===== src/common/adh_pkg.sv =====
// Package: constants, types and state codes for the axis demand and homing block
package adh_pkg;
   localparam int NUM_AXES = 4;
   localparam int AXIS_W = 2;
   localparam int POS_W = 32;
   localparam int DEM_W = 16;
   localparam int SPD_W = 16;
   localparam int STAT_W = 16;
   localparam int SCALE_W = 8;
   localparam int INPUTS = 64;
   localparam int SEL_W = 7;
   // Selector value -1 in seven bits: datum input disabled
   localparam logic [SEL_W-1:0] SEL_DISABLED = 7'h7F;
   // Axis status bits cleared by the error-clearing sequences: 1,2,3,8,11
   localparam logic [STAT_W-1:0] CLR_MASK = 16'h090E;
   localparam logic signed [DEM_W-1:0] DEM_ZERO = 16'h0000;
   // 12-bit code range: -2048 is +10 V, 2047 is -10 V
   localparam logic signed [DEM_W-1:0] DAC12_MIN = 16'hF800;
   localparam logic signed [DEM_W-1:0] DAC12_MAX = 16'h07FF;
   // 16-bit code range: 32767 is +10 V, -32768 is -10 V
   localparam logic signed [DEM_W-1:0] DAC16_MIN = 16'h8000;
   localparam logic signed [DEM_W-1:0] DAC16_MAX = 16'h7FFF;
   localparam logic [2:0] SEQ_CLR_ALL = 3'h0;
   localparam logic [2:0] SEQ_CLR_BASE = 3'h7;

   typedef enum logic [1:0] {
      ADH_OUT_DIG = 2'h0,
      ADH_OUT_A12 = 2'h1,
      ADH_OUT_A16 = 2'h2,
      ADH_OUT_POS = 2'h3
   } adh_out_e;

   typedef enum logic [5:0] {
      ADH_IDLE = 6'h01,
      ADH_FAST = 6'h02,
      ADH_REL = 6'h04,
      ADH_ZSRCH = 6'h08,
      ADH_ZERO = 6'h10,
      ADH_DONE = 6'h20
   } adh_state_e;

   typedef struct packed {
      logic run;
      logic fwd;
      logic signed [SPD_W-1:0] speed;
   } adh_move_s;
endpackage : adh_pkg


===== src/logic/adh_axis_demand_homing.sv =====
// Axis demand output stage and homing sequencer
// Summary of operation
// RL1 - Servo off, enabled: written demand drives output
// RL2 - Writes always accepted; output zero when disabled
// RL3 - 12-bit output codes -2048..2047 span +10..-10V
// RL4 - 16-bit output codes 32767..-32768 span +10..-10V
// RL5 - Readback: loop output if servo on, else written
// RL6 - Loop output multiplied by signed scale factor
// RL7 - No scaling on position based axes
// RL8 - Sequence 0 clears error bits on all axes
// RL9 - Sequence 1: creep forward to Z, zero position
// RL10 - Sequence 2: creep reverse to Z, zero position
// RL11 - Sequence 3: fast forward to switch, creep off
// RL12 - Sequence 4: fast reverse to switch, creep off
// RL13 - Sequence 5: forward, back off, reverse to Z
// RL14 - Sequence 6: reverse, back off, forward to Z
// RL15 - Sequence 7 clears error bits base axis only
// RL16 - Datum switch active low, fail safe
// RL17 - Slow phases creep speed, fast programmed speed
// RL18 - Selector -1 disables, else input 0 to 63
// RL19 - After zeroing, stop and report idle
module adh_axis_demand_homing (
   input wire logic clk,
   input wire logic reset,
   input wire logic servo_on,
   input wire logic axis_enable,
   input wire logic drive_watchdog,
   input wire adh_pkg::adh_out_e axis_type_code,
   input wire logic dac_wr,
   input wire logic signed [adh_pkg::DEM_W-1:0] dac_wr_data,
   input wire logic signed [adh_pkg::DEM_W-1:0] loop_out,
   input wire logic signed [adh_pkg::SCALE_W-1:0] dac_scale,
   input wire logic signed [adh_pkg::DEM_W-1:0] pos_demand,
   input wire logic datum_start,
   input wire logic [2:0] datum_seq,
   input wire logic [adh_pkg::AXIS_W-1:0] base_axis,
   input wire logic [adh_pkg::SEL_W-1:0] datum_in_sel,
   input wire logic [adh_pkg::INPUTS-1:0] dig_inputs,
   input wire logic z_marker,
   input wire logic signed [adh_pkg::POS_W-1:0] enc_pos,
   input wire logic signed [adh_pkg::SPD_W-1:0] creep_speed,
   input wire logic signed [adh_pkg::SPD_W-1:0] prog_speed,
   input wire logic [adh_pkg::NUM_AXES*adh_pkg::STAT_W-1:0] status_set,
   output logic signed [adh_pkg::DEM_W-1:0] dac_out,
   output logic signed [adh_pkg::DEM_W-1:0] dac_readback,
   output adh_pkg::adh_move_s move,
   output logic signed [adh_pkg::POS_W-1:0] meas_pos,
   output logic signed [adh_pkg::POS_W-1:0] dem_pos,
   output logic homing_busy,
   output logic [adh_pkg::NUM_AXES*adh_pkg::STAT_W-1:0] axis_status_word
);
   localparam int PW = adh_pkg::POS_W;
   localparam int DW = adh_pkg::DEM_W;
   localparam int SW = adh_pkg::STAT_W;

   function automatic logic signed [DW-1:0] sat(input logic signed [DW+adh_pkg::SCALE_W-1:0] v,
                                               input logic signed [DW-1:0] lo,
                                               input logic signed [DW-1:0] hi);
      logic signed [DW+adh_pkg::SCALE_W-1:0] lo_x;
      logic signed [DW+adh_pkg::SCALE_W-1:0] hi_x;
      lo_x = {{adh_pkg::SCALE_W{lo[DW-1]}}, lo};
      hi_x = {{adh_pkg::SCALE_W{hi[DW-1]}}, hi};
      if (v < lo_x) begin
         sat = lo;
      end else if (v > hi_x) begin
         sat = hi;
      end else begin
         sat = v[DW-1:0];
      end
   endfunction : sat

   logic signed [DW-1:0] user_dac_r;
   logic signed [DW-1:0] dac_out_r;
   logic signed [DW-1:0] dac_readback_r;
   logic signed [DW-1:0] dac_out_nxt;
   logic signed [DW-1:0] dac_readback_nxt;
   adh_pkg::adh_state_e state_r;
   adh_pkg::adh_state_e state_nxt;
   logic fwd_r;
   logic use_z_r;
   logic fast_fwd_r;
   logic sw_seen_r;
   logic signed [PW-1:0] meas_pos_r;
   logic signed [PW-1:0] dem_pos_r;
   logic signed [PW-1:0] enc_last_r;
   logic busy_r;
   logic [adh_pkg::NUM_AXES*SW-1:0] status_r;
   typedef logic [adh_pkg::AXIS_W-1:0] adh_axis_t;
   adh_pkg::adh_move_s move_r;
   adh_pkg::adh_move_s move_nxt;

   // Selected input read low counts as the switch being active
   wire sel_valid = (datum_in_sel != adh_pkg::SEL_DISABLED) && !datum_in_sel[6]; // [RL18]
   wire datum_active = sel_valid && !dig_inputs[datum_in_sel[5:0]]; // [RL16]
   wire out_allowed = drive_watchdog && axis_enable; // [RL2]
   wire is_pos_axis = (axis_type_code == adh_pkg::ADH_OUT_POS);
   wire signed [DW+adh_pkg::SCALE_W-1:0] scaled = loop_out * dac_scale; // [RL6]
   // Position axes bypass the scale since their demand is not the loop output
   wire signed [DW+adh_pkg::SCALE_W-1:0] loop_term = is_pos_axis ?
      {{adh_pkg::SCALE_W{pos_demand[DW-1]}}, pos_demand} : scaled; // [RL7]
   wire signed [DW+adh_pkg::SCALE_W-1:0] user_term =
      {{adh_pkg::SCALE_W{user_dac_r[DW-1]}}, user_dac_r};
   wire signed [DW+adh_pkg::SCALE_W-1:0] raw_dem = servo_on ? loop_term : user_term; // [RL1]
   wire signed [DW-1:0] lim_lo = (axis_type_code == adh_pkg::ADH_OUT_A12) ?
      adh_pkg::DAC12_MIN : adh_pkg::DAC16_MIN; // [RL3] [RL4]
   wire signed [DW-1:0] lim_hi = (axis_type_code == adh_pkg::ADH_OUT_A12) ?
      adh_pkg::DAC12_MAX : adh_pkg::DAC16_MAX; // [RL3] [RL4]
   wire signed [DW-1:0] dem_sat = sat(raw_dem, lim_lo, lim_hi);
   wire signed [DW-1:0] user_sat = sat(user_term, lim_lo, lim_hi);
   wire z_hit = use_z_r && z_marker;

   always_comb begin
      dac_out_nxt = out_allowed ? dem_sat : adh_pkg::DEM_ZERO; // [RL2]
      dac_readback_nxt = servo_on ? dem_sat : user_sat; // [RL5]
   end

   always_comb begin
      state_nxt = state_r;
      move_nxt = move_r;
      case (state_r)
         adh_pkg::ADH_IDLE: begin
            move_nxt.run = 1'b0;
            if (datum_start && datum_seq != adh_pkg::SEQ_CLR_ALL &&
                datum_seq != adh_pkg::SEQ_CLR_BASE) begin
               move_nxt.run = 1'b1;
               if (datum_seq == 3'h1 || datum_seq == 3'h2) begin
                  move_nxt.fwd = (datum_seq == 3'h1); // [RL9] [RL10]
                  move_nxt.speed = creep_speed; // [RL17]
                  state_nxt = adh_pkg::ADH_ZSRCH;
               end else begin
                  move_nxt.fwd = datum_seq[0]; // [RL11] [RL12] [RL13] [RL14]
                  move_nxt.speed = prog_speed; // [RL17]
                  state_nxt = adh_pkg::ADH_FAST;
               end
            end
         end
         adh_pkg::ADH_FAST: begin
            if (datum_active) begin
               move_nxt.fwd = !move_r.fwd; // [RL11] [RL12]
               move_nxt.speed = creep_speed; // [RL17]
               state_nxt = adh_pkg::ADH_REL;
            end
         end
         adh_pkg::ADH_REL: begin
            if (!datum_active) begin
               state_nxt = use_z_r ? adh_pkg::ADH_ZSRCH : adh_pkg::ADH_ZERO; // [RL13] [RL14]
            end
         end
         adh_pkg::ADH_ZSRCH: begin
            if (z_marker) begin
               state_nxt = adh_pkg::ADH_ZERO; // [RL9] [RL10]
            end
         end
         adh_pkg::ADH_ZERO: begin
            move_nxt.run = 1'b0; // [RL19]
            state_nxt = adh_pkg::ADH_DONE;
         end
         adh_pkg::ADH_DONE: begin
            state_nxt = adh_pkg::ADH_IDLE; // [RL19]
         end
         default: begin
            move_nxt.run = 1'b0;
            state_nxt = adh_pkg::ADH_IDLE;
         end
      endcase
   end

   always_ff @(posedge clk or posedge reset) begin
      if (reset) begin
         user_dac_r <= adh_pkg::DEM_ZERO;
         dac_out_r <= adh_pkg::DEM_ZERO;
         dac_readback_r <= adh_pkg::DEM_ZERO;
      end else begin
         if (dac_wr) begin
            user_dac_r <= dac_wr_data; // [RL2]
         end
         dac_out_r <= dac_out_nxt;
         dac_readback_r <= dac_readback_nxt;
      end
   end

   always_ff @(posedge clk or posedge reset) begin
      if (reset) begin
         state_r <= adh_pkg::ADH_IDLE;
         move_r <= '0;
         use_z_r <= 1'b0;
         busy_r <= 1'b0;
      end else begin
         state_r <= state_nxt;
         move_r <= move_nxt;
         busy_r <= (state_nxt != adh_pkg::ADH_IDLE);
         if (state_r == adh_pkg::ADH_IDLE && datum_start) begin
            use_z_r <= (datum_seq == 3'h1) || (datum_seq == 3'h2) ||
                       (datum_seq == 3'h5) || (datum_seq == 3'h6);
         end
      end
   end

   // Zeroing keeps the following error: demand moves by the same offset
   // Tracks encoder deltas so a zeroed position is not overwritten later
   always_ff @(posedge clk or posedge reset) begin
      if (reset) begin
         meas_pos_r <= '0;
         dem_pos_r <= '0;
         enc_last_r <= '0;
      end else begin
         enc_last_r <= enc_pos;
         if (state_r == adh_pkg::ADH_ZERO) begin
            meas_pos_r <= '0; // [RL9] [RL11]
            dem_pos_r <= dem_pos_r - meas_pos_r; // [RL10] [RL12]
         end else begin
            meas_pos_r <= meas_pos_r + (enc_pos - enc_last_r);
            dem_pos_r <= dem_pos_r + (enc_pos - enc_last_r);
         end
      end
   end

   // Set wins over clear so a fresh fault is never lost
   genvar ax;
   for (ax = 0; ax < adh_pkg::NUM_AXES; ax++) begin : g_stat
      wire clr_this = state_r == adh_pkg::ADH_IDLE && datum_start &&
         (datum_seq == adh_pkg::SEQ_CLR_ALL || // [RL8]
          (datum_seq == adh_pkg::SEQ_CLR_BASE && base_axis == adh_axis_t'(ax))); // [RL15]
      always_ff @(posedge clk or posedge reset) begin
         if (reset) begin
            status_r[ax*SW +: SW] <= '0;
         end else if (clr_this) begin
            status_r[ax*SW +: SW] <= (status_r[ax*SW +: SW] & ~adh_pkg::CLR_MASK) |
                                     status_set[ax*SW +: SW];
         end else begin
            status_r[ax*SW +: SW] <= status_r[ax*SW +: SW] | status_set[ax*SW +: SW];
         end
      end
   end
   assign dac_out = dac_out_r;
   assign dac_readback = dac_readback_r;
   assign move = move_r;
   assign meas_pos = meas_pos_r;
   assign dem_pos = dem_pos_r;
   assign homing_busy = busy_r;
   assign axis_status_word = status_r;

   AST_OUT_ZERO: assert property (@(posedge clk) disable iff (reset)
      !$past(out_allowed) |-> dac_out == adh_pkg::DEM_ZERO) // [RL2]
      else $error("Demand not zero while disabled");
   AST_USER_DEM: assert property (@(posedge clk) disable iff (reset)
      $past(out_allowed) && !$past(servo_on) |-> dac_out == $past(user_sat)) // [RL1]
      else $error("Written demand not driven");
   AST_RB: assert property (@(posedge clk) disable iff (reset)
      !$past(servo_on) |-> dac_readback == $past(user_sat)) // [RL5]
      else $error("Readback not user value");
   AST_A12: assert property (@(posedge clk) disable iff (reset)
      $past(axis_type_code) == adh_pkg::ADH_OUT_A12 |->
      dac_out >= adh_pkg::DAC12_MIN && dac_out <= adh_pkg::DAC12_MAX) // [RL3]
      else $error("12-bit demand out of range");
   AST_FAST_SPD: assert property (@(posedge clk) disable iff (reset)
      state_r == adh_pkg::ADH_FAST |-> move_r.speed == $past(prog_speed)) // [RL17]
      else $error("Fast phase speed wrong");
   AST_ZERO: assert property (@(posedge clk) disable iff (reset)
      state_r == adh_pkg::ADH_ZERO |=> meas_pos_r == '0 ##1 state_r == adh_pkg::ADH_IDLE)
      // [RL19]
      else $error("Zeroing did not end idle");
   AST_FE_KEPT: assert property (@(posedge clk) disable iff (reset)
      state_r == adh_pkg::ADH_ZERO |=>
      dem_pos_r - meas_pos_r == $past(dem_pos_r) - $past(meas_pos_r)) // [RL9]
      else $error("Following error changed at zeroing");
   AST_CLR0: assert property (@(posedge clk) disable iff (reset)
      state_r == adh_pkg::ADH_IDLE && datum_start && datum_seq == adh_pkg::SEQ_CLR_ALL &&
      status_set == '0 |=> (status_r[SW-1:0] & adh_pkg::CLR_MASK) == '0) // [RL8]
      else $error("Error bits not cleared");
   AST_REL_DIR: assert property (@(posedge clk) disable iff (reset)
      state_r == adh_pkg::ADH_FAST && datum_active |=> move_r.fwd != $past(move_r.fwd))
      // [RL11]
      else $error("No reversal at switch");
endmodule : adh_axis_demand_homing


===== config.mk =====
export PLATFORM = sky130hd
export DESIGN_NAME = adh_axis_demand_homing
export DESIGN_NICKNAME = d
export VERILOG_FILES = /design/src/common/adh_pkg.sv /design/src/logic/adh_axis_demand_homing.sv
export SDC_FILE = /design/constraint.sdc
export NUM_CORES = 1
export LEC_CHECK = 0
export BUFFER_PORTS_ARGS = -buffer_cell sky130_fd_sc_hd__buf_2
export CAP_MARGIN = 20
export CORE_MARGIN = 4
export CORE_UTILIZATION = 40
export DETAILED_ROUTE_END_ITERATION = 12
export PLACE_DENSITY = 0.67
export SLEW_MARGIN = 20
export SYNTH_ARGS = -nofsm -noshare
export SYNTH_HDL_FRONTEND = slang
export SYNTH_SLANG_ARGS = --single-unit

===== constraint.sdc =====
create_clock -name clk -period 8.2 [get_ports clk]
set_input_delay 1.64 -clock clk [delete_from_list [all_inputs] [get_ports clk]]
set_output_delay 1.64 -clock clk [all_outputs]
set_load 0.05 [all_outputs]

Yosys cells after proc, flatten, opt, wreduce, memory -nomap -nowiden
Cells that the tools add are included.

Register bits after elaboration: 234. Input bits: 270. Word-level logic and storage cells: 115.

Add/sub/neg operators: 4. $mul: 1. Magnitude comparators: 5. Eq/ne operators: 21. Mux-type cells: 30. Bitwise gates (word level): 8. Reduce and logical (&&, ||, !) cells: 30.

Operators by type and width (count): $mux 16 (10); $or 16x16->16 (8); $add 32x32->32 (2); $mux 32 (2); $sub 32x32->32 (2); $mux 24 (2); $mux 17 (2); $pmux 17 s2 (1); $mux 15 (2); $pmux 6 s5 (1); $gt 24x16->1 (1); $lt 24x16->1 (1); $mul 16x8->24 (1); $mux 6 (4); $mux 18 (1); $gt 16x16->1 (1); $lt 16x16->1 (1); $logic_and 1x1->1 (14); $eq 3x3->1 const B (3); $logic_or 1x1->1 (7); $lt 6x7->1 const B (1); $ne 7x7->1 const B (1); $bmux 1 s6 (1); $eq 2x2->1 const B (3); 23 further kinds (27).

Logic depth before layout (Yosys ltp)
Gate-level depths: netlist (run 1).

Depth after elaboration: 7. Depth in mapped cells: 33. Depth with buffers taken out: 31.

Worst setup path before layout (run 1)
No wires, ideal clock.

Kind: input port to flip-flop. Start: input dac_scale[7] (netlist name). End: register dac_readback_r[9] (netlist: dac_readback[9]). Data arrival time: 8098 ps. Required time: 8070 ps. Slack: -28 ps. Stages: 31. Path through: inv_1 > buf_1 > nor2_1 > fa_1 > fa_1 > fa_1 > inv_1 > fa_1 > inv_1 > ha_1 > or3_1 > o21bai_1 > a31oi_1 > o21bai_1 > a21oi_1 > xor2_1 > nor2_1 > a21oi_1 > a21oi_1 > ha_1 > nor4b_1 > nand3_1 > nor2_1 > and3_1 > a31oi_1 > nor4_1 > o22a_1 > clkbuf_1 > clkbuf_1 > nor2b_1 > o21ai_0.

Word-level cells in the longest chain between the ends: 7. Elaborated cells on any way between the ends: 8.

RTL lines: start: declaration (RTL line adh_axis_demand_homing.sv:32) `input wire logic signed [adh_pkg::SCALE_W-1:0] dac_scale,`; $mul 16x8->24 * (RTL line adh_axis_demand_homing.sv:97) `wire signed [DW+adh_pkg::SCALE_W-1:0] scaled = loop_out * dac_scale;`; $mux 24 * (RTL line adh_axis_demand_homing.sv:99) `wire signed [DW+adh_pkg::SCALE_W-1:0] loop_term = is_pos_axis ?`; $mux 24 * (RTL line adh_axis_demand_homing.sv:103) `wire signed [DW+adh_pkg::SCALE_W-1:0] raw_dem = servo_on ? loop_term : user_term;`; $gt 24x16->1 (RTL line adh_axis_demand_homing.sv:65) `end else if (v > hi_x) begin`; $mux 16 (RTL line adh_axis_demand_homing.sv:65); $mux 16 * (RTL line adh_axis_demand_homing.sv:63) `if (v < lo_x) begin`; $mux 16 * (RTL line adh_axis_demand_homing.sv:114) `dac_readback_nxt = servo_on ? dem_sat : user_sat;`; named net dac_readback_nxt[9] (RTL line adh_axis_demand_homing.sv:76) `logic signed [DW-1:0] dac_readback_nxt;`; end signal: assignment (RTL line adh_axis_demand_homing.sv:172) `dac_readback_r <= adh_pkg::DEM_ZERO;`; end signal: assignment (RTL line adh_axis_demand_homing.sv:178) `dac_readback_r <= dac_readback_nxt;`; end: declaration (RTL line adh_axis_demand_homing.sv:74) `logic signed [DW-1:0] dac_readback_r;`.

The timed path passes the listed nets; every way through them passes the cells marked *. A chain may end at the register's enable or synchronous reset.

Worst setup path after layout (run 1)
Start: input dac_scale[7] (netlist name). End: register dac_readback_r[8] (netlist: dac_readback[8]).

The elaborated chain is that of the path after synthesis.

==> results of run 1 <==
[power groups by stage]
stage	Sequential (mW)	Combinational [mW]	Clock (mW)
2_1_floorplan	2.66	3.17	0
3_5_place_dp	1.76	5.58	0
4_1_cts	1.75	5.61	1.33
6_report	1.75	5.61	1.30
3_3_place_gp	1.75	5.48	0
5_1_grt	1.78	6.17	1.39
[path summary, 6_finish.rpt]
path / from / to / slack (ps) / cells past startpoint
setup / recovery: dac_scale[7] / dac_readback[8]$_DFF_PP0_ / 420 / 31
hold / removal: axis_status_word[42]$_DFF_PP0_ / axis_status_word[42]$_DFF_PP0_ / 460 / 1
setup reg to reg: enc_last_r[0]$_DFF_PP0_ / dem_pos[31]$_DFF_PP0_ / 1620 / 26
hold reg to reg: axis_status_word[42]$_DFF_PP0_ / axis_status_word[42]$_DFF_PP0_ / 460 / 1
max in group asynchronous: reset / meas_pos[1]$_DFF_PP0_ / 5550 / 3
min in group asynchronous: reset / axis_status_word[62]$_DFF_PP0_ / 1180 / 2
[routing by layer]
metal	global-route usage, %	up-vias	share of wire, %
met1	29.1	8173	43
met5	0	-	0.027
li1	-	8015	-
met2	38.9	533	48
met4	5.86	2	2.6
met3	2.97	95	6.1
[state kept, by name, summed over array words and instances, names as in the netlist]
name / flops
homing_busy: 1
dac_out: 16
axis_status_word: 64
state_r: 6
move: 18
dem_pos: 32
dac_readback: 16
meas_pos: 32
use_z_r: 1
user_dac_r: 16
enc_last_r: 32
[Yosys cell counts (all sizes together) (8+ instances only)]
| cell type | count |
|---|---|
| o211ai | 9 |
| ha | 160 |
| xor2 | 43 |
| and3 | 16 |
| a21oi | 127 |
| and2 | 95 |
| nor3 | 30 |
| or3 | 14 |
| fa | 106 |
| nor2b | 20 |
| nand2b | 24 |
| nand4 | 8 |
| nor2 | 174 |
| inv | 218 |
| mux4 | 21 |
| a211o | 8 |
| a31oi | 21 |
| a211oi | 14 |
| nand3 | 25 |
| o21a | 28 |
| and4 | 8 |
| mux2 | 30 |
| nor4 | 10 |
| buf | 10 |
| xnor2 | 81 |
| o21ai | 102 |
| or4 | 8 |
| a21o | 77 |
| nand2 | 163 |
| o21bai | 12 |
| o31ai | 9 |
| mux2i | 16 |
| clkbuf | 45 |
| dfrtp | 233 |
| or2 | 51 |
[per-stage QoR]
step / hold WS, ps / utilization [%]
after floorplan: 456 / -
final: 456 / 49.2
after CTS: 458 / 49.1
after detailed placement: 443 / 47.1
after global routing: 462 / 49.2
after global placement: 442 / 47.1
[area by class of cell]
class | instances | area (µm²) | share of cell area (%)
multi-input combinational | 1567 | 12400 | 52.8
sequential | 234 | 5860 | 25.0
timing repair buffer | 496 | 2630 | 11.2
clock buffer | 43 | 847 | 3.61
inverter | 218 | 826 | 3.52
tap | 615 | 769 | 3.28
clock inverter | 8 | 134 | 0.571
antenna | 5 | 12.5 | 0.0534
[repair_timing]
item                       in CTS  in global routing
setup endpoints to repair       0                 11
buffers inserted                0                  0
gates resized for setup         0                  2
[cell families after synthesis]
logic type / count (synthesis) / synth area share, %
and+or+nand+nor: 657 / 17.0
AOI/OAI and AO/OA: 453 / 15.0
buffers and inverters: 273 / 5.33
adders and majority gates: 266 / 21.4
DFF: 234 / 30.5
xor gates and xnor gates: 124 / 5.69
muxes: 67 / 5.05
==> impl_metrics.csv, run 1 <==
group,metric,value,unit
run_status,status,"finished, final reports clean",
global_route,antenna_found_initial,6,
flow_run,drv_cap,0,
cells_and_area,drive_gt1_share,25.7,%
placed_design,dpl.hpwl,49.1,mm
yosys,synth-main-ff-cell,"dfrtp_1",
critical_path,crit_path_top_delay_cell,"fa_1",
global_route,grt_first_pass_wirelength,91.9,mm
clock_network,cts_hold_buf,0,
drt,routedWlPerCell,18.6,µm
critical_path,max_stage_delay,550,ps
clock_network,tritoncts,"yes",
global_route,grt_overflow,0,
drt,vias,16800,
yosys,ys_ff_latch,234,
yosys,syn-num-nets,2610,
drt,drtAntennaViolNets,0,
timing,hold_viol_final,0,
drt,wl,59.1,mm
drt,first_pass_iters,5,
clock_network,h-tree-depth,1,
clock_network,cts_buffers,28,
floorplan,die_y,227,µm
hold_path,hold_class,"reg -> reg",
pwr,p_clk_share,15.0,%
cells_and_area,final_cell_mix,"448 x buf_2, 233 x dfrtp_1, 215 x inv_1",
critical_path,crit_buf_inv,6,
placed_design,post-place-ws,-139,ps
pwr,p_int,4.41,mW
yosys,ys_async_sr_fraction,100,%
pwr,p_comb_share,64.8,%
floorplan,initial_core_util,40.4,%
timing,skew,31.3,ps
yosys,netlist_area,19200,µm²
yosys,avgSynthCellArea,9.27,µm²
clock_network,cts_root_buf,"clkbuf_16",
pwr,switching_share,49.1,%
cells_and_area,stdcell_area,23400,µm²
timing,rsz0062_at_grt,"no",
floorplan,row_count,80,
critical_path,worstSetupStartpointType,"primary input",
cells_and_area,fin_cells,3186,
cells_and_area,final_common_cell,"buf_2",
critical_path,critPathMostFrequentCell,"fa_1",
timing,slew_headroom,36.7,%
global_route,grt_pass1_vias,17000,
timing,worst_slack,422,ps
placed_design,gp_congestion,0.979,
placed_design,postPlaceCellArea,22400,µm²
yosys,yosys.area.top_type,"dfrtp_1",
drt,drcViolationCount,0,
pwr,p_seq_share,20.2,%
clock_network,clk_pin_slew,60,ps
critical_path,path_class,"in -> reg",
critical_path,cpLargestDelayFamily,"adder cells",
floorplan,die_w,227,µm
timing,max_freq,0.129,GHz
floorplan,io_pins,449,
placed_design,dp.cells,3130,
critical_path,arrival,8200,ps
yosys,ys_seq_area_share,30.5,%
critical_path,crit_path_end_kind,"flop",
global_route,grt_usage,22.2,%
cells_and_area,fill_cells,4520,
floorplan,core,47600,µm²
clock_network,ctsLongestPathBuffers,3,
critical_path,required,8620,ps
yosys,synth_edf_count,0,
global_route,grt_max_degree,98,
clock_network,cts_sinks,234,
timing,worst_slew_pin_slew,950,ps
cells_and_area,finish.net_count,3081,
drt,drtIter0Drc,1077,
critical_path,cp_max_fo,9,
cells_and_area,area_growth,21.9,%
placed_design,io_buffers,448,
timing,min_period_over_period,94.8,%
floorplan,die_area,51700,µm²
pwr,p_per_area,369,nW/µm²
yosys,synth_top_area_share,30.3,%
pwr,irDropWorstVdd,0.162,mV
timing,slew_viol_final,0,
yosys,synth.area.top_cells,"dfrtp_1 30%, fa_1 11%, ha_1 10%",
yosys,postSynthCellCount,2074,
pwr,leakage,11.5,nW
pwr,switchingPower,4.24,mW
timing,setup_tns,0,ps
yosys,yosysUniqueCellTypes,75,
timing,timing.final.crit_period,7780,ps
timing,setup_viol,0,
drt,viasPerCell,5.28,
clock_network,clock_latency,570,ps
yosys,yosysWarnings,0,
pwr,finalPower,8.65,mW
Note: power is estimated with default switching activity, not from simulation.
==> run 2: changes to the inputs <==
- CORE_ASPECT_RATIO: not set -> 1.4
==> impl_metrics.csv, run 2 (synthesis results as in run 1) <==
group,metric,value,unit
drt,wl,56.7,mm
cells_and_area,drive_gt1_share,25.4,%
cells_and_area,largest_reg_flops,64,
timing,skew,16.3,ps
timing,rsz0062_at_grt,"no",
clock_network,cts_buffers,24,
timing,hold_ws,454,ps
pwr,p_per_area,359,nW/µm²
floorplan,initial_core_util,40.7,%
clock_network,h-tree-depth,1,
run_status,status,"finished, final reports clean",
cells_and_area,stdcell_area,23200,µm²
global_route,grt_usage,21.2,%
hold_path,hold_class,"reg -> reg",
critical_path,max_stage_delay,560,ps
clock_network,cts_sinks,234,
critical_path,crit_path_top_delay_cell,"fa_1",
timing,slew_headroom,32.8,%
drt,drcViolationCount,0,
critical_path,crit_path_end_kind,"flop",
critical_path,path_class,"in -> reg",
global_route,grt_pass1_vias,17400,
timing,max_freq,0.130,GHz
critical_path,required,8630,ps
timing,timing.final.crit_period,7700,ps
hold_path,hold_path_depth,1,
placed_design,gp_congestion,0.944,
cells_and_area,final_common_cell,"buf_2",
clock_network,ctsLongestPathBuffers,3,
timing,setup_tns,0,ps
flow_run,drv_cap,0,
global_route,grt_overflow,0,
global_route,antenna_found_initial,5,
clock_network,clk_pin_slew,60,ps
drt,first_pass_iters,5,
timing,min_period_over_period,93.9,%
cells_and_area,finish.net_count,3079,
floorplan,die_y,267,µm
placed_design,dpl.hpwl,46.8,mm
drt,routedWlPerCell,17.8,µm
global_route,grt_max_degree,126,
global_route,grt_first_pass_wirelength,90.4,mm
drt,viasPerCell,5.25,
clock_network,clock_latency,540,ps
drt,drtAntennaViolNets,0,
placed_design,postPlaceCellArea,22400,µm²
floorplan,row_count,94,
clock_network,tritoncts,"yes",
critical_path,arrival,8120,ps
floorplan,die_w,193,µm
floorplan,io_pins,449,
timing,hold_viol_final,0,
clock_network,cts_hold_buf,0,
critical_path,rr_worst_depth,26,
floorplan,core,47300,µm²
critical_path,worstSetupStartpointType,"primary input",
cells_and_area,area_growth,20.8,%
clock_network,cts_root_buf,"clkbuf_16",
placed_design,io_buffers,448,
cells_and_area,final_cell_mix,"448 x buf_2, 233 x dfrtp_1, 215 x inv_1",
critical_path,critPathMostFrequentCell,"fa_1",
pwr,irDropWorstVdd,0.235,mV
floorplan,die_area,51700,µm²
critical_path,cp_max_fo,6,
drt,vias,16700,
cells_and_area,fill_cells,4493,
drt,drtIter0Drc,803,
timing,worst_slew_pin_slew,1000,ps
timing,setup_viol,0,
pwr,leakage,11.4,nW
timing,slew_viol_final,0,
-- run 2: cell count changes in the layout (fill, tap and decap cells not counted), moves of 3 or more --
cell / before / now
clkbuf_8: 9 / 2
buf_4: 46 / 50
clkinv_4: 0 / 4
clkbuf_16: 28 / 25
-- run 2: per-layer routing --
metal,GRT usage [%],part of all wire (%),up-vias
met2,39.5,52,559
li1,-,-,8013
met5,0,0,-
met1,24.9,39,8048
met4,8.21,3.9,0
met3,2.43,4.9,126
-- run 2: layout make-up --
class	count	area (µm²)	share of cell area (%)
diodes	5	12.5	0.0539
inverters	218	826	3.56
clock buffers	34	679	2.93
clock inverters	9	93.8	0.404
flip-flops and latches	234	5860	25.2
repair buffers	498	2620	11.3
multi-input cells	1567	12400	53.2
well taps	624	781	3.36
-- run 2: path summary, 6_finish.rpt --
kind | endpoint | start | slack, ps
setup / recovery | dac_readback[13]$_DFF_PP0_ | dac_scale[7] | 500
hold / removal | axis_status_word[13]$_DFF_PP0_ | axis_status_word[13]$_DFF_PP0_ | 450
setup reg to reg | dem_pos[31]$_DFF_PP0_ | enc_last_r[0]$_DFF_PP0_ | 1600
hold reg to reg | axis_status_word[13]$_DFF_PP0_ | axis_status_word[13]$_DFF_PP0_ | 450
max in group asynchronous | user_dac_r[6]$_DFFE_PP0P_ | reset | 5560
min in group asynchronous | axis_status_word[38]$_DFF_PP0_ | reset | 1280
-- run 2: critical path, delay by kind of cell --
family,cells,cell delay [ps]
AO/OA/AOI/OAI,10,1620
XOR/XNOR,1,170
AND/OR/NAND/NOR,8,1410
multiplexers,1,220
buffers and inverters,4,360
adder cells (fa/ha/maj),6,2690
-- run 2: metrics by stage --
stage | instances | total power [mW] | utilization, % | setup WS [ps]
floorplan | 2074 | 5.83 | - | 123
global placement | 3139 | 7.11 | 47.4 | -92.0
detailed placement | 3139 | 7.23 | 47.4 | -236
CTS | 3182 | 8.36 | 49.0 | 296
global route | 3188 | 9.03 | 49.1 | 20.8
finish | 3189 | 8.33 | 49.1 | 504
-- run 2: timing repair --
item                       CTS  global route
buffers inserted             0             1
setup endpoints to repair    0            26
hold endpoints to repair     0             0
gates resized for setup      0             2
-- run 2: where the power goes --
| part | switching (mW) | internal [mW] | leakage [nW] | total, mW |
|---|---|---|---|---|
| sequential | 0.223 | 1.50 | 2.62 | 1.72 |
| combinational | 3.42 | 2.09 | 8.37 | 5.52 |
| clock | 0.478 | 0.615 | 0.375 | 1.09 |
